$ cat config.mk
export PLATFORM = sky130hd
export DESIGN_NAME = drt_refresh_ctrl
export DESIGN_NICKNAME = d
export VERILOG_FILES = /design/src/inc/drt_pkg.sv /design/src/drt_refresh_ctrl.sv
export VERILOG_INCLUDE_DIRS = /design/src /design/src/inc
export SDC_FILE = /design/constraint.sdc
export NUM_CORES = 1
export LEC_CHECK = 0
export ABC_AREA = 1
export BUFFER_PORTS_ARGS = -buffer_cell sky130_fd_sc_hd__clkbuf_2
export CAP_MARGIN = 25
export CORE_UTILIZATION = 36
export CTS_BUF_LIST = sky130_fd_sc_hd__clkbuf_8
export CTS_CLUSTER_SIZE = 28
export DETAILED_ROUTE_END_ITERATION = 10
export GPL_TIMING_DRIVEN = 0
export PLACE_DENSITY = 0.66
export SETUP_SLACK_MARGIN = 0.02
export SYNTH_ARGS = -nofsm -noshare
export SYNTH_HDL_FRONTEND = slang
export SYNTH_SLANG_ARGS = --single-unit
$ cat constraint.sdc
create_clock -name mclk -period 1.8 [get_ports mclk]
set_clock_uncertainty 0.05 [all_clocks]
set_input_delay 0 -clock mclk [delete_from_list [all_inputs] [get_ports mclk]]
set_output_delay 0 -clock mclk [all_outputs]
set_load 0.03 [all_outputs]
$ cat src/inc/drt_defines.svh
// Register offsets, field positions and reset values of the refresh timer block
`ifndef DRT_DEFINES_SVH
`define DRT_DEFINES_SVH

// ***************************************************
// Register byte offsets
// ***************************************************
`define DRT_OFS_CTRL 32'h0000_0000
`define DRT_OFS_COUNT 32'h0000_0004
`define DRT_OFS_PERIOD 32'h0000_0008
`define DRT_OFS_MEMCTL 32'h0000_000C
`define DRT_OFS_AREA 32'h0000_0010
`define DRT_OFS_ISTAT 32'h0000_0014
`define DRT_OFS_IMASK 32'h0000_0018
`define DRT_OFS_STATE 32'h0000_001C

// ***************************************************
// Field positions
// ***************************************************
`define DRT_CTRL_REFEN 7
`define DRT_CTRL_RWAIT 6
`define DRT_CTRL_RMSEL 5
`define DRT_CTRL_MFLAG 4
`define DRT_CTRL_MIEN 3
`define DRT_MEM_PCL 7
`define DRT_MEM_BURST 6
`define DRT_MEM_RASDOWN 5
`define DRT_IST_MATCH 0
`define DRT_IST_REFRESH 1

// ***************************************************
// Reset values, area codes and cycle counts
// ***************************************************
`define DRT_RST_REG8 8'h00
`define DRT_RST_IRQ2 2'h0
`define DRT_AREA_ORDINARY 2'h0
`define DRT_AREA_DRAM 2'h1
`define DRT_AREA_PSRAM 2'h2
`define DRT_PRE_SHORT 3'h1
`define DRT_PRE_LONG 3'h2
`define DRT_RAS_BASE 3'h1

`endif

$ cat src/inc/drt_pkg.sv
// Types shared by the refresh timer block
package drt_pkg;

  // ***************************************************
  // Sequencer states and carriers
  // ***************************************************
  typedef enum logic [2:0] {
    ST_IDLE, ST_ROW, ST_COL, ST_PAGE, ST_PRE, ST_RCAS, ST_RRAS, ST_SELF
  } drt_state_e;

  typedef struct packed {
    logic psel;
    logic penable;
    logic pwrite;
    logic [31:0] paddr;
    logic [31:0] pwdata;
  } drt_apb_req_s;

  typedef struct packed {
    logic rasActive;
    logic casActive;
  } drt_strobe_s;

endpackage : drt_pkg

$ cat src/drt_refresh_ctrl.sv
// Refresh timer, refresh sequencer and strobe option logic with an APB register port
`timescale 1ns/1ps
`include "drt_defines.svh"

// How it works
// RAS down mode raises RAS when access pauses
// RAS up mode keeps RAS low between accesses
// Burst bit selects full or page/column access
// Precharge bit selects one or two states
// Burst and precharge apply to memory areas only
// Clock select stops or divides counter clock
// Match interrupt only while enable bit set; irq still fires on a match through iStat_ff and iMask_ff with it clear
// Match flag set when counter equals period
// Flag cleared by zero write after reading one
// Mode bit picks CBR/auto or self refresh
// Wait bit adds one refresh wait state
// No refresh control while enable is zero
// Counter is 8-bit readable writable up-counter
// Match starts refresh when refresh enabled
// Match clears counter when refresh enabled
// Period register sets compare match period
// Refresh wait field adds zero to three
// Pending refresh runs before next access
module drt_refresh_ctrl
  import drt_pkg::*;
(
  input wire logic mclk,
  input wire logic resetn,
  input wire drt_apb_req_s apbReq,
  output logic pready,
  output logic [31:0] prdata,
  output logic pslverr,
  input wire logic accReq,
  output logic accAck,
  output drt_strobe_s memStrobe,
  output logic refreshBusy,
  output logic matchIrq,
  output logic irq
);

  // ***************************************************
  // Registers
  // ***************************************************
  logic [7:0] ctrl_ff;
  logic [7:0] count_ff;
  logic [7:0] period_ff;
  logic [7:0] memCtl_ff;
  logic [1:0] area_ff;
  logic [1:0] iStat_ff;
  logic [1:0] iMask_ff;
  logic flagArmed_ff;
  logic matchLast_ff;
  logic refPend_ff;
  logic [11:0] pre_ff;
  logic [2:0] waitCnt_ff;
  drt_state_e state_ff;
  logic [31:0] prdata_ff;
  drt_strobe_s strobe_ff;
  logic refBusy_ff;

  // ***************************************************
  // APB decode
  // ***************************************************
  wire setupPh = apbReq.psel & ~apbReq.penable;
  wire accessPh = apbReq.psel & apbReq.penable;
  wire selCtrl = apbReq.paddr == `DRT_OFS_CTRL;
  wire selCount = apbReq.paddr == `DRT_OFS_COUNT;
  wire selPeriod = apbReq.paddr == `DRT_OFS_PERIOD;
  wire selMem = apbReq.paddr == `DRT_OFS_MEMCTL;
  wire selArea = apbReq.paddr == `DRT_OFS_AREA;
  wire selIStat = apbReq.paddr == `DRT_OFS_ISTAT;
  wire selIMask = apbReq.paddr == `DRT_OFS_IMASK;
  wire selState = apbReq.paddr == `DRT_OFS_STATE;
  wire mapped = selCtrl | selCount | selPeriod | selMem | selArea | selIStat | selIMask
                | selState;
  wire wrEn = accessPh & apbReq.pwrite & mapped;
  wire wrCtrl = wrEn & selCtrl;
  wire wrCount = wrEn & selCount;
  wire rdCtrl = accessPh & ~apbReq.pwrite & selCtrl;
  wire [7:0] wd = apbReq.pwdata[7:0];

  // Read data is latched in setup, so the answer always comes in the access cycle
  assign pready = accessPh;
  assign pslverr = accessPh & ~mapped;
  assign prdata = prdata_ff;

  // Read mux: narrow registers sit in the low bits, upper bits read zero
  wire [31:0] rdMux = selCtrl ? {24'h0, ctrl_ff}
                    : selCount ? {24'h0, count_ff}
                    : selPeriod ? {24'h0, period_ff}
                    : selMem ? {24'h0, memCtl_ff}
                    : selArea ? {30'h0, area_ff}
                    : selIStat ? {30'h0, iStat_ff}
                    : selIMask ? {30'h0, iMask_ff}
                    : selState ? {27'h0, refPend_ff, 1'b0, state_ff}
                    : 32'h0;

  // ***************************************************
  // Control fields
  // ***************************************************
  wire refEn = ctrl_ff[`DRT_CTRL_REFEN];
  wire refWaitBit = ctrl_ff[`DRT_CTRL_RWAIT];
  wire refModeSel = ctrl_ff[`DRT_CTRL_RMSEL];
  wire matchFlag = ctrl_ff[`DRT_CTRL_MFLAG];
  wire matchIrqEn = ctrl_ff[`DRT_CTRL_MIEN];
  wire [2:0] cks = ctrl_ff[2:0];
  wire dramSpace = area_ff == `DRT_AREA_DRAM;
  wire memSpace = dramSpace | (area_ff == `DRT_AREA_PSRAM);
  wire burstEff = memCtl_ff[`DRT_MEM_BURST] & memSpace;
  wire [2:0] preLen = (memCtl_ff[`DRT_MEM_PCL] & memSpace) ? `DRT_PRE_LONG
                      : `DRT_PRE_SHORT;
  wire rasDown = memCtl_ff[`DRT_MEM_RASDOWN];
  wire [2:0] rlw = dramSpace ? {1'b0, memCtl_ff[1:0]} : 3'h0;
  wire [2:0] refLen = `DRT_RAS_BASE + rlw + {2'h0, refWaitBit};

  // ***************************************************
  // Prescaler and compare
  // ***************************************************
  // Divide by 2^(2*cks-1), except 4096 at the top code
  wire [3:0] divLog = (cks == 3'h7) ? 4'hC : ({cks, 1'b0} - 4'h1);
  wire [11:0] divMask = ~(12'hFFF << divLog);
  wire tick = (cks != 3'h0) & ((pre_ff & divMask) == divMask);
  wire matchNow = count_ff == period_ff;
  wire matchRefresh = matchNow & refEn;
  wire matchEvt = matchNow & ~matchLast_ff;
  wire flagClear = wrCtrl & ~wd[`DRT_CTRL_MFLAG] & flagArmed_ff;

  // Software write wins over clear and increment
  wire [7:0] nxt_count = wrCount ? wd
                       : matchRefresh ? 8'h00
                       : tick ? count_ff + 8'h01
                       : count_ff;

  // Flag set wins over a same-cycle clear
  wire nxt_flag = matchNow | (matchFlag & ~flagClear);
  wire [7:0] nxt_ctrl = wrCtrl ? {wd[7:5], nxt_flag, wd[3:0]}
                      : {ctrl_ff[7:5], nxt_flag, ctrl_ff[3:0]};

  wire [1:0] iSet = {matchRefresh, matchEvt};
  wire [1:0] iClr = (wrEn & selIStat) ? apbReq.pwdata[1:0] : 2'h0;
  wire [1:0] nxt_iStat = iSet | (iStat_ff & ~iClr);

  // Pending refresh dropped when refresh control is off
  wire refTake = (state_ff == ST_IDLE) & refPend_ff;
  wire nxt_refPend = matchRefresh | (refPend_ff & refEn & ~refTake);

  // Arm on a read that returned the flag set; any control write disarms
  wire nxt_armed = (rdCtrl & prdata_ff[`DRT_CTRL_MFLAG]) | (flagArmed_ff & ~wrCtrl);

  // ***************************************************
  // Access and refresh sequencer
  // ***************************************************
  drt_state_e nxt_state;
  logic [2:0] nxt_wait;

  // Refresh always takes priority over a waiting access
  always_comb begin
    nxt_state = state_ff;
    nxt_wait = waitCnt_ff;
    case (state_ff)
      ST_IDLE: begin
        if (refPend_ff) begin
          nxt_state = refModeSel ? ST_SELF : ST_RCAS;
        end else if (accReq) begin
          nxt_state = ST_ROW;
        end
      end
      ST_ROW: begin
        nxt_state = ST_COL;
      end
      ST_COL: begin
        if (burstEff) begin
          nxt_state = ST_PAGE;
        end else begin
          nxt_state = ST_PRE;
          nxt_wait = preLen;
        end
      end
      ST_PAGE: begin
        if (refPend_ff) begin
          nxt_state = ST_PRE;
          nxt_wait = preLen;
        end else if (accReq) begin
          nxt_state = ST_COL;
        end else if (rasDown) begin
          nxt_state = ST_PRE;
          nxt_wait = preLen;
        end
      end
      ST_PRE: begin
        if (waitCnt_ff <= 3'h1) begin
          nxt_state = ST_IDLE;
        end else begin
          nxt_wait = waitCnt_ff - 3'h1;
        end
      end
      ST_RCAS: begin
        nxt_state = ST_RRAS;
        nxt_wait = refLen;
      end
      ST_RRAS: begin
        if (waitCnt_ff <= 3'h1) begin
          nxt_state = ST_PRE;
          nxt_wait = preLen;
        end else begin
          nxt_wait = waitCnt_ff - 3'h1;
        end
      end
      ST_SELF: begin
        // Held until software leaves self refresh
        if (!refEn || !refModeSel) begin
          nxt_state = ST_PRE;
          nxt_wait = preLen;
        end
      end
      default: begin
        nxt_state = ST_IDLE;
      end
    endcase
  end

  // Strobes follow the next state so they leave a flip-flop
  wire nxt_ras = (nxt_state == ST_ROW) | (nxt_state == ST_COL) | (nxt_state == ST_PAGE)
               | (nxt_state == ST_RRAS) | (nxt_state == ST_SELF);
  wire nxt_cas = (nxt_state == ST_COL) | (nxt_state == ST_RCAS) | (nxt_state == ST_RRAS)
               | (nxt_state == ST_SELF);
  wire nxt_busy = (nxt_state == ST_RCAS) | (nxt_state == ST_RRAS) | (nxt_state == ST_SELF);

  assign accAck = state_ff == ST_COL;
  assign memStrobe = strobe_ff;
  assign refreshBusy = refBusy_ff;
  assign matchIrq = matchFlag & matchIrqEn;
  assign irq = |(iStat_ff & iMask_ff);

  // ***************************************************
  // Register state
  // ***************************************************
  // Software-writable registers
  always_ff @(posedge mclk or negedge resetn) begin
    if (!resetn) begin
      ctrl_ff <= `DRT_RST_REG8;
      count_ff <= `DRT_RST_REG8;
      period_ff <= `DRT_RST_REG8;
      memCtl_ff <= `DRT_RST_REG8;
      area_ff <= `DRT_AREA_ORDINARY;
      iMask_ff <= `DRT_RST_IRQ2;
    end else begin
      ctrl_ff <= nxt_ctrl;
      count_ff <= nxt_count;
      if (wrEn & selPeriod) period_ff <= wd;
      if (wrEn & selMem) memCtl_ff <= wd;
      if (wrEn & selArea) area_ff <= wd[1:0];
      if (wrEn & selIMask) iMask_ff <= wd[1:0];
    end
  end

  // Event and timing state
  always_ff @(posedge mclk or negedge resetn) begin
    if (!resetn) begin
      iStat_ff <= `DRT_RST_IRQ2;
      flagArmed_ff <= 1'b0;
      matchLast_ff <= 1'b0;
      refPend_ff <= 1'b0;
      pre_ff <= 12'h000;
      prdata_ff <= 32'h0;
    end else begin
      iStat_ff <= nxt_iStat;
      flagArmed_ff <= nxt_armed;
      matchLast_ff <= matchNow;
      refPend_ff <= nxt_refPend;
      pre_ff <= pre_ff + 12'h001;
      if (setupPh) prdata_ff <= rdMux;
    end
  end

  // Sequencer state and strobes
  always_ff @(posedge mclk or negedge resetn) begin
    if (!resetn) begin
      state_ff <= ST_IDLE;
      waitCnt_ff <= 3'h0;
      strobe_ff <= '0;
      refBusy_ff <= 1'b0;
    end else begin
      state_ff <= nxt_state;
      waitCnt_ff <= nxt_wait;
      strobe_ff <= '{rasActive: nxt_ras, casActive: nxt_cas};
      refBusy_ff <= nxt_busy;
    end
  end
endmodule : drt_refresh_ctrl

; ---- Word level (Yosys, flattened, before mapping)
; Cells that the tools add are included.
[word_totals]
reg_bits = 94
inputBits = 70
elab_cells = 162
output_inout_bits = 40
[op_classes]
n_bitwise = 62
addsub = 6
n_eq_ne = 30
n_lt_le_gt_ge = 1
n_shift = 1
reduce_logical = 10
n_mux = 34
[op_table]
columns = operator, n
row1 = $eq 32x5->1 const B, 4
row2 = $eq 32x4->1 const B, 2
row3 = $mux 8, 7
row4 = $mux 3, 16
row5 = $eq 32x3->1 const B, 1
row6 = $logic_not 32->1, 1
row7 = $and 1x1->1, 28
row8 = $eq 3x3->1 const B, 8
row9 = $pmux 3 s8, 1
row10 = $mux 5, 4
row11 = $or 1x1->1, 20
row12 = $pmux 3 s6, 1
row13 = $add 12x1->12 const B, 1
row14 = $and 12x12->12, 1
row15 = $eq 12x12->1, 1
row16 = $eq 3x2->1 const B, 4
row17 = $not 12->12, 1
row18 = $shl 12x4->12 const A, 1
row19 = $add 8x1->8 const B, 1
row20 = $eq 8x8->1, 1
row21 = $mux 2, 4
row22 = $not 1->1, 8
row23 = $eq 3x1->1 const B, 2
row24 = $ne 2x2->1 const B, 3
row25 = 19 further kinds, 23

; ---- Longest topological paths before layout
; Gate-level depths: netlist (run 1).
[logic_depth]
word_depth = 15
depth_mapped = 13
mapped_depth_nobuf = 13

; ---- Worst setup path after synthesis (run 1)
; OpenSTA, ideal clock, no wires.
[synth_timing]
kind = register -> register
startpoint = register state_ff[2]
endpoint = register strobe_ff, in the netlist memStrobe[1]
stages_incl_launch_ff = 7
arrival_ns = 1.858
n_path_buf = 1
period_less_slack_ns = 2.026
path_slack_ns = -0.226
cell_sequence = dfrtp_1 buf_4 nor3_1 a22oi_1 a21oi_1 inv_1 a21o_1
[synth_between]
word_cells_on_any_way = 26
classes_between = eq/ne (12) / mux (9) / bitwise (4) / reduce/logical (1)
[synth_rtl]
columns = element, line
row1 = from (decl), drt_refresh_ctrl.sv:56  ; drt_state_e state_ff;
row2 = from (signal assigned), drt_refresh_ctrl.sv:284  ; state_ff <= nxt_state;
row3 = $eq 3x2->1 *, n/a
row4 = net accAck, drt_refresh_ctrl.sv:34  ; output logic accAck,
row5 = $pmux 3 s8 *, drt_refresh_ctrl.sv:160  ; case (state_ff)
row6 = net nxt_state[2], drt_refresh_ctrl.sv:153  ; drt_state_e nxt_state;
row7 = $eq 3x1->1 / $eq 3x2->1 (equally long branches), drt_refresh_ctrl.sv:223  ; wire nxt_ras = (nxt_state == ST_ROW) | (nxt_state == ST_COL) | (nxt_state == ST_PAGE)
row8 = $or 1x1->1 (2 in series), drt_refresh_ctrl.sv:223
row9 = $or 1x1->1, drt_refresh_ctrl.sv:224  ; | (nxt_state == ST_RRAS) | (nxt_state == ST_SELF);
row10 = $or 1x1->1 *, drt_refresh_ctrl.sv:224
row11 = net nxt_ras, drt_refresh_ctrl.sv:223
row12 = to (signal assigned), drt_refresh_ctrl.sv:286  ; strobe_ff <= '{rasActive: nxt_ras, casActive: nxt_cas};
row13 = to (decl), drt_refresh_ctrl.sv:58  ; drt_strobe_s strobe_ff;
; The timed path passes the listed nets; every way through them passes the cells marked *.
; A chain may end at the register's enable or synchronous reset.

; ---- Worst setup path in the final report (run 1)
[layout_timing]
startpoint = register area_ff[0]
endpoint = register waitCnt_ff[1]
[layout_between]
elab_chain_cells = 8
word_cells_on_any_way = 18
classes_between = add/sub (2) / eq/ne (3) / mux (9) / bitwise (3) / reduce/logical (1)
[layout_rtl]
columns = element, line
row1 = from (decl), drt_refresh_ctrl.sv:48  ; logic [1:0] area_ff;
row2 = from (signal assigned), drt_refresh_ctrl.sv:245  ; area_ff <= `DRT_AREA_ORDINARY;
row3 = from (signal assigned), drt_refresh_ctrl.sv:252  ; if (wrEn & selArea) area_ff <= wd[1:0];
row4 = branches (longest 8 deep; another with $add 1x2->3), n/a
row5 = to (signal assigned), drt_refresh_ctrl.sv:285  ; waitCnt_ff <= nxt_wait;
row6 = to (decl), drt_refresh_ctrl.sv:55  ; logic [2:0] waitCnt_ff;
; Several ways; the timed one is not identified. The select of a mux whose other input is x is not followed.

==> Flow_metrics.wiki, run 1 <==
{| class="wikitable"
! Metric !! Value
|-
| Placer congestion estimate || 0.845
|-
| Number of detailed-route iterations in the first pass || 6
|-
| Number of max-slew violations in the final report || 0
|-
| Max Root-Sink Buffers || 2
|-
| Total non-filler cell area in the finished layout || 5890 sq um
|-
| Setup repair after global routing missed its margin || yes
|-
| Worst vdd rail ir drop || 0.357 mV
|-
| Power density relative to cell area || 726 nW/um^2
|-
| Highest Clock Rate || 580 MHz
|-
| Number of global-route vias before repair || 4,250
|-
| Top post-synthesis cells by area || sky130_fd_sc_hd__dfrtp_1, sky130_fd_sc_hd__nand2_1, sky130_fd_sc_hd__inv_1
|-
| Type of origin of the critical path || register
|-
| Number of enable-type register cells in the synthesized netlist || 0
|-
| Syn-to-layout area delta || 25.9%
|-
| Placement Setup Slack || -178 ps
|-
| Worst Path Required || 2040 ps
|-
| Number of max-capacitance violations reported || 0
|-
| Placement-stage cell area || 5320 sq um
|-
| Layout Nets || 830
|-
| Die Span X || 116 microns
|-
| Wire length of the first global-routing pass || 19.7 mm
|-
| Cell accounting for the most synthesized area || sky130_fd_sc_hd__dfrtp_1
|-
| Cell Count, Final, Fillers Out || 926
|-
| Worst reg2reg path depth || 10
|-
| Worst Path Max Fanout || 3
|-
| Data arrival at the endpoint of the critical path || 1960 ps
|-
| Cell area after technology mapping || 4680 sq um
|-
| Cts bufs inserted || 9
|-
| Detail Route met2 WL || 5.67 mm
|-
| Vias after detailed routing || 4,305
|-
| Status || complete, no violations
|-
| Clk Latency, worst-skew pair || 360 ps
|-
| DRC violation count after routing || 0
|-
| Share of the synthesized area in the top cell type || 37.4%
|-
| Worst min path class || input pin to async pin
|-
| Share of the cycle needed by the critical path after routing || 95.7%
|-
| Per-instance average area after synthesis || 7.39 sq um
|-
| Count of antenna diodes in the layout || 0
|-
| Clock Pin Slew Worst Setup and Hold Paths || 70 ps
|-
| Reg2Reg Launch Point || area_ff[0]$_DFFE_PN0P_
|-
| Ports placed on the boundary || 110
|-
| Cell variety after synth || 45
|-
| Final setup viols || 0
|-
| Critical path, cell by cell || ha_4 > inv_2 > nand2_4 > o22ai_4 > a21oi_2 > nand2_1 > or2_4 > a21oi_2 > nand2_1 > o21ai_1
|-
| Library cell contributing the largest single delay on the critical path || sky130_fd_sc_hd__dfrtp_1
|-
| Fraction of registers with async set/reset || 100%
|-
| Depth of the CTS H-tree || 3
|-
| Core region area || 12,700 sq um
|-
| Avg Vias per Cell || 4.65
|-
| Wire length on met3 || 456 microns
|-
| Pin count of the biggest net entering global routing || 55
|-
| Number of sinks on the clock net || 70
|-
| Leakage Power || 3.12 nW
|-
| Largest stage delay, worst path || 430 ps
|-
| Drt total wl || 11.6 mm
|-
| Post-Syn Instances || 633
|-
| RR Endpoint || waitCnt_ff[1]$_DFFE_PN0P_
|-
| Initial antenna violation count || 0
|-
| Top Metal Used || met4
|-
| Die span in y || 116 microns
|-
| Synth Flop Type || sky130_fd_sc_hd__dfrtp_1
|-
| Relative slew slack || 61.7%
|-
| Overall die area || 13,500 sq um
|-
| Share of final-layout standard cells stronger than drive strength 1 || 28.0%
|-
| Total Routing Usage GR || 19.2%
|-
| Number of hold violations in the final report || 0
|-
| Detailed Place HPWL || 8.68 mm
|-
| Register Area || 1760 sq um
|-
| Post-synthesis sequential area ratio || 37.4%
|-
| Initial Utilization || 36.9%
|-
| Number of storage elements in the synthesis netlist || 70
|-
| Congestion Overflow GR || 0
|-
| Row count || 41
|-
| Area of combinational cells with multiple inputs || 2570 sq um
|-
| Port bufs || 61
|-
| Count of routing violations after the opening detailed-route iteration || 265
|-
| Final worst slack || 77.1 ps
|-
| Final critical-path required period || 1720 ps
|-
| Number of filler cells placed in the layout || 1,263
|-
| Number of warnings reported in the yosys synthesis log || 0
|-
| Leading cell type in the layout, fill and taps excluded || sky130_fd_sc_hd__nand2_1
|-
| Met1 routed wirelength after detailed routing || 5.16 mm
|-
| Nature of the critical path endpoint || register
|-
| Setup Crit Path Kind || register to register
|-
| TritonCTS clock tree || yes
|-
| Leading cell types in the layout, fill and taps excluded || sky130_fd_sc_hd__nand2_1, sky130_fd_sc_hd__inv_1, sky130_fd_sc_hd__dfrtp_1
|-
| Post-detailed-route wirelength per cell || 12.5 microns
|-
| Number of placed cells counting well taps || 890
|-
| CTS Root Cell || sky130_fd_sc_hd__clkbuf_8
|-
| Actual slew at the worst max-slew pin || 573 ps
|-
| Reg-to-reg slack, setup || 80 ps
|-
| Antenna-violating nets left || 0
|}
==> power by group <==
| group | switching [W] | total, W | internal (W) |
|---|---|---|---|
| sequential | 0.0000661 | 0.00174 | 0.00168 |
| combinational | 0.000791 | 0.00123 | 0.000440 |
| clock | 0.000597 | 0.00130 | 0.000703 |
==> how the worst max path moves through the flow <==
stage,startpoint,to,slack (ps),depth (start not counted)
after floorplan,area_ff[0]$_DFFE_PN0P_,waitCnt_ff[0]$_DFFE_PN0P_,80,9
after global placement,ctrl_ff[1]$_DFFE_PN0P_,count_ff[6]$_DFFE_PN0P_,-160,10
after detailed placement,ctrl_ff[0]$_DFFE_PN0P_,count_ff[2]$_DFFE_PN0P_,-180,9
after CTS,ctrl_ff[0]$_DFFE_PN0P_,count_ff[2]$_DFFE_PN0P_,20,10
after global routing,area_ff[0]$_DFFE_PN0P_,waitCnt_ff[0]$_DFFE_PN0P_,-30,9
final,area_ff[0]$_DFFE_PN0P_,waitCnt_ff[1]$_DFFE_PN0P_,80,10
==> synthesized netlist by cell type (10+ instances only) <==
library cell	count
sky130_fd_sc_hd__a21oi_1	14
sky130_fd_sc_hd__buf_4	30
sky130_fd_sc_hd__o21ai_2	17
sky130_fd_sc_hd__nand2_1	172
sky130_fd_sc_hd__o21ai_0	16
sky130_fd_sc_hd__nand2_2	10
sky130_fd_sc_hd__nand4_1	27
sky130_fd_sc_hd__inv_1	84
sky130_fd_sc_hd__nor3_1	10
sky130_fd_sc_hd__ha_1	11
sky130_fd_sc_hd__xor2_1	13
sky130_fd_sc_hd__nand3_1	34
sky130_fd_sc_hd__nor2_1	59
sky130_fd_sc_hd__dfrtp_1	70
==> state kept, by name, indices dropped and copies added (netlist names), 2 cells and up <==
register    count
prdata          8
period_ff       8
ctrl_ff         8
area_ff         2
count_ff        8
memStrobe       2
memCtl_ff       8
pre_ff         12
iMask_ff        2
waitCnt_ff      3
state_ff        3
iStat_ff        2
==> metal layers <==
metal  GRT usage [%]  up-vias
li1                -     2209
met1            23.2     1969
met2            32.7       99
met3            4.92       28
met4            7.35        0
met5               0        -
==> repair_timing <==
| action | in CTS | in global routing |
|---|---|---|
| hold buffers | 14 | 0 |
| gates resized for setup | 12 | 36 |
| pin swaps | 3 | 13 |
| buffers inserted | 0 | 7 |
| setup endpoints to repair | 11 | 18 |
| hold endpoints to repair | 109 | 0 |
| cloned | 1 | 0 |
==> area by class of cell <==
class / count / share of cell area (%)
sequential: 70 / 29.8
inverter: 92 / 5.88
timing repair buffer: 83 / 8.96
buffer: 35 / 4.65
clock inverter: 5 / 0.828
clock buffer: 11 / 2.57
tap: 172 / 3.65
multi-input combinational: 458 / 43.7
==> stage by stage <==
stage	total power, W	TNS (ps)	utilization (%)	hold slack [ps]
4_1_cts	0.00426	0	45.2	21.0
2_1_floorplan	0.00259	0	-	-346
6_report	0.00428	0	46.5	35.1
5_1_grt	0.00455	-78.1	46.5	32.3
3_3_place_gp	0.00288	-1370	41.8	228
3_5_place_dp	0.00290	-1470	42.0	-127
==> critical path: cells and delay by family (launching register included) <==
family / cells / cell delay, ps
AND/OR/NAND/NOR: 4 / 460
flip-flops: 1 / 430
AO/OA/AOI/OAI: 4 / 390
adder cells (fa/ha/maj): 1 / 290
buffers and inverters: 1 / 40
==> cells by family after synthesis <==
kind of cell               count (synthesis)  share of synthesized area, %
DFF                                       70                          37.4
adders and majority gates                 11                          2.94
other                                      1                        0.0801
and+or+nand+nor                          342                          34.4
buffers and inverters                    129                          13.3
AOI/OAI and AO/OA                         66                          9.22
xor gates and xnor gates                  14                          2.62
(Power assumes the default switching activity.)
==> run 2: changes to the inputs <==
Settings changed: ABC_AREA 1 to 0, BUFFER_PORTS_ARGS -buffer_cell sky130_fd_sc_hd__clkbuf_2 to unset, DONT_BUFFER_PORTS set to 1, PLACE_DENSITY 0.66 to 0.59.
==> run 2 against run 1 <==
Net effect:
- the flow now finishes with violations (DRC, setup timing)
- global-route usage is 0.28 points lower
- via count is 17% lower
- count of clock-buffer cells in the layout is 1 higher
- synthesized area is 6.8% lower
- clock power is 8% higher
- hold slack worse by 25 ps
- cell area is 7.9% lower
- wire length is 0.44% lower
- register-to-register slack worse by 290 ps
- die area is 6.7% lower
- sequential share of layout area is 2.5 points higher
- maximum frequency is 14% lower
- largest power group unchanged
==> Flow_metrics.wiki, run 2 <==
{| class="wikitable"
! Metric !! Value
|-
| Leading cell types in the layout, fill and taps excluded || sky130_fd_sc_hd__dfrtp_1, sky130_fd_sc_hd__buf_4, sky130_fd_sc_hd__nand2_1, sky130_fd_sc_hd__mux2_2, sky130_fd_sc_hd__conb_1
|-
| Number of filler cells placed in the layout || 1,052 (-17%)
|-
| Row count || 39 (-4.9%)
|-
| Vias after detailed routing || 3,573 (-17%)
|-
| Actual slew at the worst max-slew pin || 750 ps (+177 ps)
|-
| CTS Root Cell || sky130_fd_sc_hd__clkbuf_8
|-
| Number of detailed-route iterations in the first pass || 7 (+1)
|-
| Drt total wl || 11.5 mm (-0.44%)
|-
| Startpoint of the tightest hold check path || apbReq[64]
|-
| Setup Crit Path Kind || register to register
|-
| Cell accounting for the most synthesized area || sky130_fd_sc_hd__dfrtp_1
|-
| Ports placed on the boundary || 110 (unchanged)
|-
| Layout Nets || 584 (-30%)
|-
| Overall die area || 12,600 sq um (-6.7%)
|-
| Worst reg2reg path depth || 8 (-2)
|-
| Largest register FFs || 12 (unchanged)
|-
| Highest Clock Rate || 497 MHz (-14%)
|-
| Count of routing violations after the opening detailed-route iteration || 273 (+3.0%)
|-
| Final core utilization || 46.7% (+0.20 points)
|-
| Avg Vias per Cell || 5.49 (+18%)
|-
| Cts bufs inserted || 9 (unchanged)
|-
| Wire length of the first global-routing pass || 18.4 mm (-6.2%)
|-
| Port bufs || 0 (-100%)
|-
| Largest register by flop count || pre_ff
|-
| Worst Path Max Fanout || 8 (+5)
|-
| Combinational cell fraction of total power || 28.8% (about the same)
|-
| Worst vdd rail ir drop || 0.576 mV (+61%)
|-
| Top post-synthesis cells by area || sky130_fd_sc_hd__dfrtp_1, sky130_fd_sc_hd__mux2_2, sky130_fd_sc_hd__buf_4
|-
| Reg power frac || 39.9% (-0.9 points)
|-
| Power density relative to cell area || 827 nW/um^2 (+14%)
|-
| Number of global-route vias before repair || 3,461 (-19%)
|-
| Number of placed cells counting well taps || 600 (-33%)
|-
| Congestion Overflow GR || 0 (unchanged)
|-
| Core region area || 11,600 sq um (-8.3%)
|-
| Clk Latency, worst-skew pair || 350 ps (about the same)
|-
| Antenna-violating nets left || 0 (unchanged)
|-
| Worst Path Required || 2020 ps (-20 ps)
|-
| Setup repair after global routing missed its margin || yes
|-
| TritonCTS clock tree || yes
|-
| Post-Syn Instances || 434 (-31%)
|-
| Switching portion of total power || 33.8% (-0.25 points)
|-
| RR Endpoint || count_ff[4]$_DFFE_PN0P_
|-
| Synth Flop Type || sky130_fd_sc_hd__dfrtp_1
|-
| Number of max-slew violations in the final report || 0 (unchanged)
|-
| Max Root-Sink Buffers || 2 (unchanged)
|-
| Most instantiated library cell after synthesis || sky130_fd_sc_hd__dfrtp_1
|-
| Pin count of the biggest net entering global routing || 71 (+29%)
|-
| Die span in y || 112 microns (-3.4%)
|-
| Count of antenna diodes in the layout || 0 (unchanged)
|-
| Cell variety after synth || 72 (+60%)
|-
| Cell area after technology mapping || 4360 sq um (-6.8%)
|-
| Post-synthesis sequential area ratio || 40.2% (+2.7 points)
|-
| Worst min path class || input pin to register
|-
| Clock Pin Slew Worst Setup and Hold Paths || 80 ps (about the same)
|-
| Placer congestion estimate || 0.834 (-1.3%)
|-
| Final worst slack || -212 ps (-289 ps)
|-
| Total power || 0.00448 W (+4.9%)
|-
| Share of the cycle needed by the critical path after routing || 112% (+16 points)
|-
| Per-instance average area after synthesis || 10.0 sq um (+36%)
|-
| Switching component of the power || 0.00151 W (+4.1%)
|-
| Syn-to-layout area delta || 24.4%
|-
| Clock share of power || 31.3% (+0.9 points)
|-
| Synth cell count leaders || sky130_fd_sc_hd__dfrtp_1, sky130_fd_sc_hd__nand2_1, sky130_fd_sc_hd__mux2_2
|-
| DRC violation count after routing || 4 (+4)
|-
| Initial Utilization || 37.6% (+0.63 points)
|-
| Leakage Power || 2.48 nW (-21%)
|-
| Number of hold violations in the final report || 0 (unchanged)
|-
| Final setup viols || 14 (+14)
|-
| Share of final-layout standard cells stronger than drive strength 1 || 30.3% (+2.3 points)
|-
| Number of enable-type register cells in the synthesized netlist || 0 (unchanged)
|-
| Final critical-path required period || 2010 ps (+289 ps)
|-
| Fraction of registers with async set/reset || 100% (unchanged)
|-
| Failing checks || DRC, setup timing
|-
| Share of the synthesized area in the top cell type || 40.2% (+2.7 points)
|-
| Relative slew slack || 50.1% (-12 points)
|-
| Detailed Place HPWL || 8.27 mm (-4.8%)
|-
| Internal power contribution || 0.00297 W (+5.3%)
|-
| Number of storage elements in the synthesis netlist || 70 (unchanged)
|-
| Type of origin of the critical path || register
|-
| Reg2Reg Launch Point || ctrl_ff[0]$_DFFE_PN0P_
|-
| Status || complete, but fails checks
|-
| Initial antenna violation count || 0 (unchanged)
|-
| Number of cells on the worst hold path || 4
|-
| Post-detailed-route wirelength per cell || 17.7 microns (+42%)
|-
| Leading cell type in the layout, fill and taps excluded || sky130_fd_sc_hd__dfrtp_1
|-
| Number of warnings reported in the yosys synthesis log || 0 (unchanged)
|-
| Data arrival at the endpoint of the critical path || 2240 ps (+280 ps)
|-
| Number of max-capacitance violations reported || 0 (unchanged)
|-
| Nature of the critical path endpoint || register
|-
| Cell Count, Final, Fillers Out || 651 (-30%)
|-
| Depth of the CTS H-tree || 3 (unchanged)
|-
| Total Routing Usage GR || 18.9% (-0.28 points)
|-
| Reg-to-reg slack, setup || -210 ps (-290 ps)
|-
| Hold worst-path end || count_ff[5]$_DFFE_PN0P_
|-
| Die Span X || 112 microns (-3.4%)
|-
| Number of sinks on the clock net || 70 (unchanged)
|}
==> run 2: cell count changes in the layout (fill, tap and decap cells not counted), sizes merged, moves of 20 or more <==
cell and change:
nor2 -43, mux2 +29, nand3 -21, clkbuf -52, nand2 -155, nand4 -20, inv -73
==> run 2: layout make-up <==
cell class / instances / area, sq um / area share [%]
multi-input cells: 325 / 2570 / 47.3
flip-flops and latches: 70 / 1750 / 32.3
repair buffers: 35 / 338 / 6.23
plain buffers: 42 / 297 / 5.47
well taps: 143 / 179 / 3.30
clock buffers: 12 / 165 / 3.04
inverters: 20 / 75.1 / 1.38
clock inverters: 4 / 53.8 / 0.992
==> run 2: power groups by stage <==
| stage | clock [W] | combinational, W | sequential [W] |
|---|---|---|---|
| 2_1_floorplan | 0 | 0.000838 | 0.00180 |
| 3_3_place_gp | 0 | 0.000990 | 0.00182 |
| 3_5_place_dp | 0 | 0.00102 | 0.00182 |
| 4_1_cts | 0.00142 | 0.00123 | 0.00179 |
| 5_1_grt | 0.00149 | 0.00142 | 0.00180 |
| 6_report | 0.00141 | 0.00129 | 0.00179 |
==> run 2: metal layers <==
metal / vias up / share of wire, % / GRT usage [%]
li1: 1696 / - / -
met3: 10 / 5.2 / 4.16
met5: - / 0 / 0
met4: 0 / 1.3 / 5.42
met2: 96 / 48 / 30.6
met1: 1771 / 45 / 25.5
==> run 2: cell families after synthesis <==
| family | synth area share [%] |
|---|---|
| other | 0.0860 |
| AO/OA/AOI/OAI | 14.3 |
| XOR/XNOR | 4.02 |
| flip-flops | 40.2 |
| adder cells (fa/ha/maj) | 3.16 |
| multiplexers | 10.9 |
| buffers and inverters | 8.43 |
| AND/OR/NAND/NOR | 19.0 |
==> run 2: per-stage QoR <==
step | hold slack [ps] | setup slack, ps | area, sq um | setup TNS, ps
6_report | 10.0 | -212 | 5430 | -1990
5_1_grt | 48.1 | -345 | 5430 | -3400
4_1_cts | 8.35 | -207 | 5350 | -2100
3_5_place_dp | -344 | -343 | 4680 | -4980
3_3_place_gp | -344 | -246 | 4680 | -3300
2_1_floorplan | -346 | -129 | 4500 | -207
==> run 2: worst max-delay path, stage by stage (launching register included) <==
cell and delay [ps]:
sky130_fd_sc_hd__dfrtp_1 390, sky130_fd_sc_hd__buf_4 130, sky130_fd_sc_hd__ha_2 220, sky130_fd_sc_hd__a21oi_4 50
sky130_fd_sc_hd__nor4_2 270, sky130_fd_sc_hd__buf_4 170, sky130_fd_sc_hd__a32oi_4 90, sky130_fd_sc_hd__or3_1 400
sky130_fd_sc_hd__o211ai_1 170
==> run 2: repair_timing <==
item                                   in CTS  in global routing
setup endpoints to repair                  17                 26
endpoints found under the hold margin     117                  0
pin swaps                                  16                  9
setup buffers                              14                  4
gates resized for setup                    35                 13
hold buffers                               17                  0
==> run 2: worst max path at each step <==
stage	start	end	slack, ps	depth (start not counted)
finish	ctrl_ff[0]$_DFFE_PN0P_	count_ff[4]$_DFFE_PN0P_	-210	8
global route	ctrl_ff[1]$_DFFE_PN0P_	count_ff[2]$_DFFE_PN0P_	-350	8
global placement	ctrl_ff[1]$_DFFE_PN0P_	count_ff[5]$_DFFE_PN0P_	-250	7
detailed placement	ctrl_ff[1]$_DFFE_PN0P_	count_ff[6]$_DFFE_PN0P_	-340	7
CTS	ctrl_ff[1]$_DFFE_PN0P_	count_ff[4]$_DFFE_PN0P_	-210	7
floorplan	area_ff[1]$_DFFE_PN0P_	memStrobe[0]$_DFF_PN0_	-130	8
==> run 3: changes to the inputs <==
Settings changed: PLACE_DENSITY 0.59 to 0.57.
Clock period 1.8 ns to 2.3 ns, I/O delays scaled along.
==> run 3 against run 2 <==
Net effect:
- the run ends with DRC, hold timing left
- via count shrank 2.2%
- total power shrank 25%
- cell count shrank 2.3%
- register-to-register slack gained 340 ps
- non-clock buffer count shrank 15
- maximum frequency shrank 7.3%
- sequential share of layout area grew 1.9 points
- cell area shrank 5.6%
==> Flow_metrics.wiki, run 3 (synthesized netlist as in run 2, its figures left out) <==
{| class="wikitable"
! Metric !! Value
|-
| Status || complete, but fails checks
|-
| Failing checks || DRC, hold timing
|-
| Placer congestion estimate || 0.838 (+0.48%)
|-
| Depth of the CTS H-tree || 3 (unchanged)
|-
| Final setup viols || 0 (-14)
|-
| GR Util met1 || 25.4% (-0.12 points)
|-
| Startpoint of the tightest hold check path || apbReq[3]
|-
| Share of final-layout standard cells stronger than drive strength 1 || 21.1% (-9.2 points)
|-
| Largest register by flop count || pre_ff
|-
| Pin count of the biggest net entering global routing || 71 (unchanged)
|-
| Total non-filler cell area in the finished layout || 5120 sq um (-5.6%)
|-
| Power density relative to cell area || 658 nW/um^2 (-20%)
|-
| Type of origin of the critical path || register
|-
| Die span in y || 112 microns (unchanged)
|-
| Count of antenna diodes in the layout || 0 (unchanged)
|-
| Number of max-capacitance violations reported || 0 (unchanged)
|-
| Largest register FFs || 12 (unchanged)
|-
| RR Endpoint || count_ff[3]$_DFFE_PN0P_
|-
| Fin Setup TNS || 0 ps (+1990 ps)
|-
| Wire length of the first global-routing pass || 18.1 mm (-1.6%)
|-
| Antenna-violating nets left || 0 (unchanged)
|-
| Setup Crit Path Kind || register to register
|-
| Worst Path Max Fanout || 5 (-3)
|-
| Relative slew slack || 40.1% (-10 points)
|-
| Area of combinational cells with multiple inputs || 2390 sq um (-7.0%)
|-
| Row count || 39 (unchanged)
|-
| Number of max-slew violations in the final report || 0 (unchanged)
|-
| Actual slew at the worst max-slew pin || 891 ps (+141 ps)
|-
| Syn-to-layout area delta || 17.4%
|-
| Final critical-path required period || 2170 ps (+159 ps)
|-
| Total power || 0.00337 W (-25%)
|-
| Worst vdd rail ir drop || 0.385 mV (-33%)
|-
| Congestion Overflow GR || 0 (unchanged)
|-
| Overall die area || 12,600 sq um (unchanged)
|-
| Count of routing violations after the opening detailed-route iteration || 282 (+3.3%)
|-
| Share of the cycle needed by the critical path after routing || 94.4% (-17 points)
|-
| Worst Path Required || 2460 ps (+440 ps)
|-
| Initial antenna violation count || 0 (unchanged)
|-
| Post-detailed-route wirelength per cell || 17.7 microns (-0.14%)
|-
| Setup repair after global routing missed its margin || yes
|-
| Final worst slack || 130 ps (+341 ps)
|-
| Leading cell type in the layout, fill and taps excluded || sky130_fd_sc_hd__dfrtp_1
|-
| Number of hold violations in the final report || 1 (+1)
|-
| Number of detailed-route iterations in the first pass || 8 (+1)
|-
| Hold_ws || -7.14 ps (-17.1 ps)
|-
| DRC violation count after routing || 9 (+5)
|-
| Port bufs || 0 (unchanged)
|-
| Number of cells on the worst hold path || 2 (-2)
|-
| Library cell contributing the largest single delay on the critical path || sky130_fd_sc_hd__dfrtp_1
|-
| Vias after detailed routing || 3,493 (-2.2%)
|-
| Placement-stage cell area || 4630 sq um (-1.2%)
|-
| Number of sinks on the clock net || 70 (unchanged)
|-
| Drt total wl || 11.3 mm (-2.4%)
|-
| Initial Utilization || 37.6% (unchanged)
|-
| Nature of the critical path endpoint || register
|-
| Delay-heaviest family, CP || compound AO/OA/AOI/OAI gates
|-
| Worst reg2reg path depth || 7 (-1)
|-
| Number of buffers and inverters on the critical path || 1 (-1)
|-
| Layout Nets || 570 (-2.4%)
|-
| Clk Latency, worst-skew pair || 340 ps (about the same)
|-
| Met2 track utilization from global routing || 30.1% (-0.50 points)
|-
| Placement Setup Slack || -45.8 ps (+297 ps)
|-
| Global routing's busiest layer || met2
|-
| Register Area || 1750 sq um (unchanged)
|-
| Core region area || 11,600 sq um (unchanged)
|-
| Die Span X || 112 microns (unchanged)
|-
| Critical path, cell by cell || inv_1 > ha_1 > o211ai_1 > nor3_2 > a32oi_2 > a2111oi_1 > nor4_1
|-
| Leading cell types in the layout, fill and taps excluded || sky130_fd_sc_hd__dfrtp_1, sky130_fd_sc_hd__nand2_1, sky130_fd_sc_hd__mux2_2
|-
| CTS Root Cell || sky130_fd_sc_hd__clkbuf_8
|-
| Number of filler cells placed in the layout || 1,130 (+7.4%)
|-
| Clock Pin Slew Worst Setup and Hold Paths || 70 ps (about the same)
|-
| Hold worst-path end || count_ff[3]$_DFFE_PN0P_
|-
| Cts bufs inserted || 9 (unchanged)
|-
| Ports placed on the boundary || 110 (unchanged)
|-
| Met3 global-route usage || 3.29% (-0.86 points)
|-
| Highest Clock Rate || 461 MHz (-7.3%)
|-
| Number of global-route vias before repair || 3,453 (-0.23%)
|-
| Avg Vias per Cell || 5.49 (about the same)
|-
| Max Root-Sink Buffers || 2 (unchanged)
|-
| Data arrival at the endpoint of the critical path || 2330 ps (+90 ps)
|-
| Reg2Reg Launch Point || ctrl_ff[0]$_DFFE_PN0P_
|-
| Worst min path class || input pin to register
|-
| Largest stage delay, worst path || 420 ps (+20 ps)
|-
| Leakage Power || 2.36 nW (-4.9%)
|-
| Reg-to-reg slack, setup || 130 ps (+340 ps)
|-
| Detailed Place HPWL || 8.07 mm (-2.4%)
|-
| Total Routing Usage GR || 18.5% (-0.43 points)
|-
| TritonCTS clock tree || yes
|}
run 3: cell count changes in the layout (fill, tap and decap cells not counted), moves of 3 or more:
cell                      delta
sky130_fd_sc_hd__buf_4      -12
sky130_fd_sc_hd__buf_6       -4
sky130_fd_sc_hd__nor4_1      +5
sky130_fd_sc_hd__a21oi_1     +3
sky130_fd_sc_hd__inv_1       +5
sky130_fd_sc_hd__o21ai_0     +4
sky130_fd_sc_hd__inv_2       -4
sky130_fd_sc_hd__nor4_2      -3
sky130_fd_sc_hd__nand2_1     +3
run 3: stage by stage:
stage | utilization [%] | cells | hold slack (ps)
after floorplan | - | 457 | -346
after global placement | 39.8 | 600 | -344
after detailed placement | 39.8 | 600 | -344
after CTS | 43.6 | 633 | 0.987
after global routing | 44.1 | 636 | 54.7
final | 44.1 | 636 | -7.14
run 3: timing repair:
| item | 4_1_cts | 5_1_grt |
|---|---|---|
| setup endpoints to repair | 5 | 14 |
| hold buffers | 18 | 0 |
| pin swaps | 0 | 3 |
| gates cloned | 0 | 1 |
| setup buffers | 0 | 2 |
| hold endpoints to repair | 118 | 0 |
| resized for setup | 2 | 7 |
run 3: how the worst max path moves through the flow:
stage          slack (ps)  cells past startpoint                 endpoint               startpoint
2_1_floorplan         130                      7   memStrobe[0]$_DFF_PN0_   area_ff[0]$_DFFE_PN0P_
3_3_place_gp          -30                      7   memStrobe[0]$_DFF_PN0_   area_ff[0]$_DFFE_PN0P_
3_5_place_dp          -50                      7  count_ff[3]$_DFFE_PN0P_   ctrl_ff[0]$_DFFE_PN0P_
4_1_cts                30                      8   memStrobe[0]$_DFF_PN0_   area_ff[1]$_DFFE_PN0P_
5_1_grt                -5                      5  count_ff[2]$_DFFE_PN0P_  count_ff[1]$_DFFE_PN0P_
6_report              130                      7  count_ff[3]$_DFFE_PN0P_   ctrl_ff[0]$_DFFE_PN0P_
run 3: final cells by class:
cell class | count | share of cell area (%)
well taps | 143 | 3.49
multi-input cells | 326 | 46.6
clock buffers | 11 | 2.96
clock inverters | 4 | 1.39
plain buffers | 42 | 5.72
repair buffers | 20 | 4.15
flip-flops and latches | 70 | 34.2
inverters | 20 | 1.47
run 3: power by group:
part | switching, W | internal, W | total (W)
Clock | 0.000461 | 0.000661 | 0.00112
Sequential | 0.0000978 | 0.00130 | 0.00140
Combinational | 0.000508 | 0.000337 | 0.000844
Total | 0.00107 | 0.00230 | 0.00337
run 3: per-layer routing:
layer | part of all wire (%) | vias to the layer above
li1 | - | 1670
met1 | 46 | 1695
met2 | 46 | 120
met3 | 6.7 | 8
met4 | 0.87 | 0
met5 | 0 | -
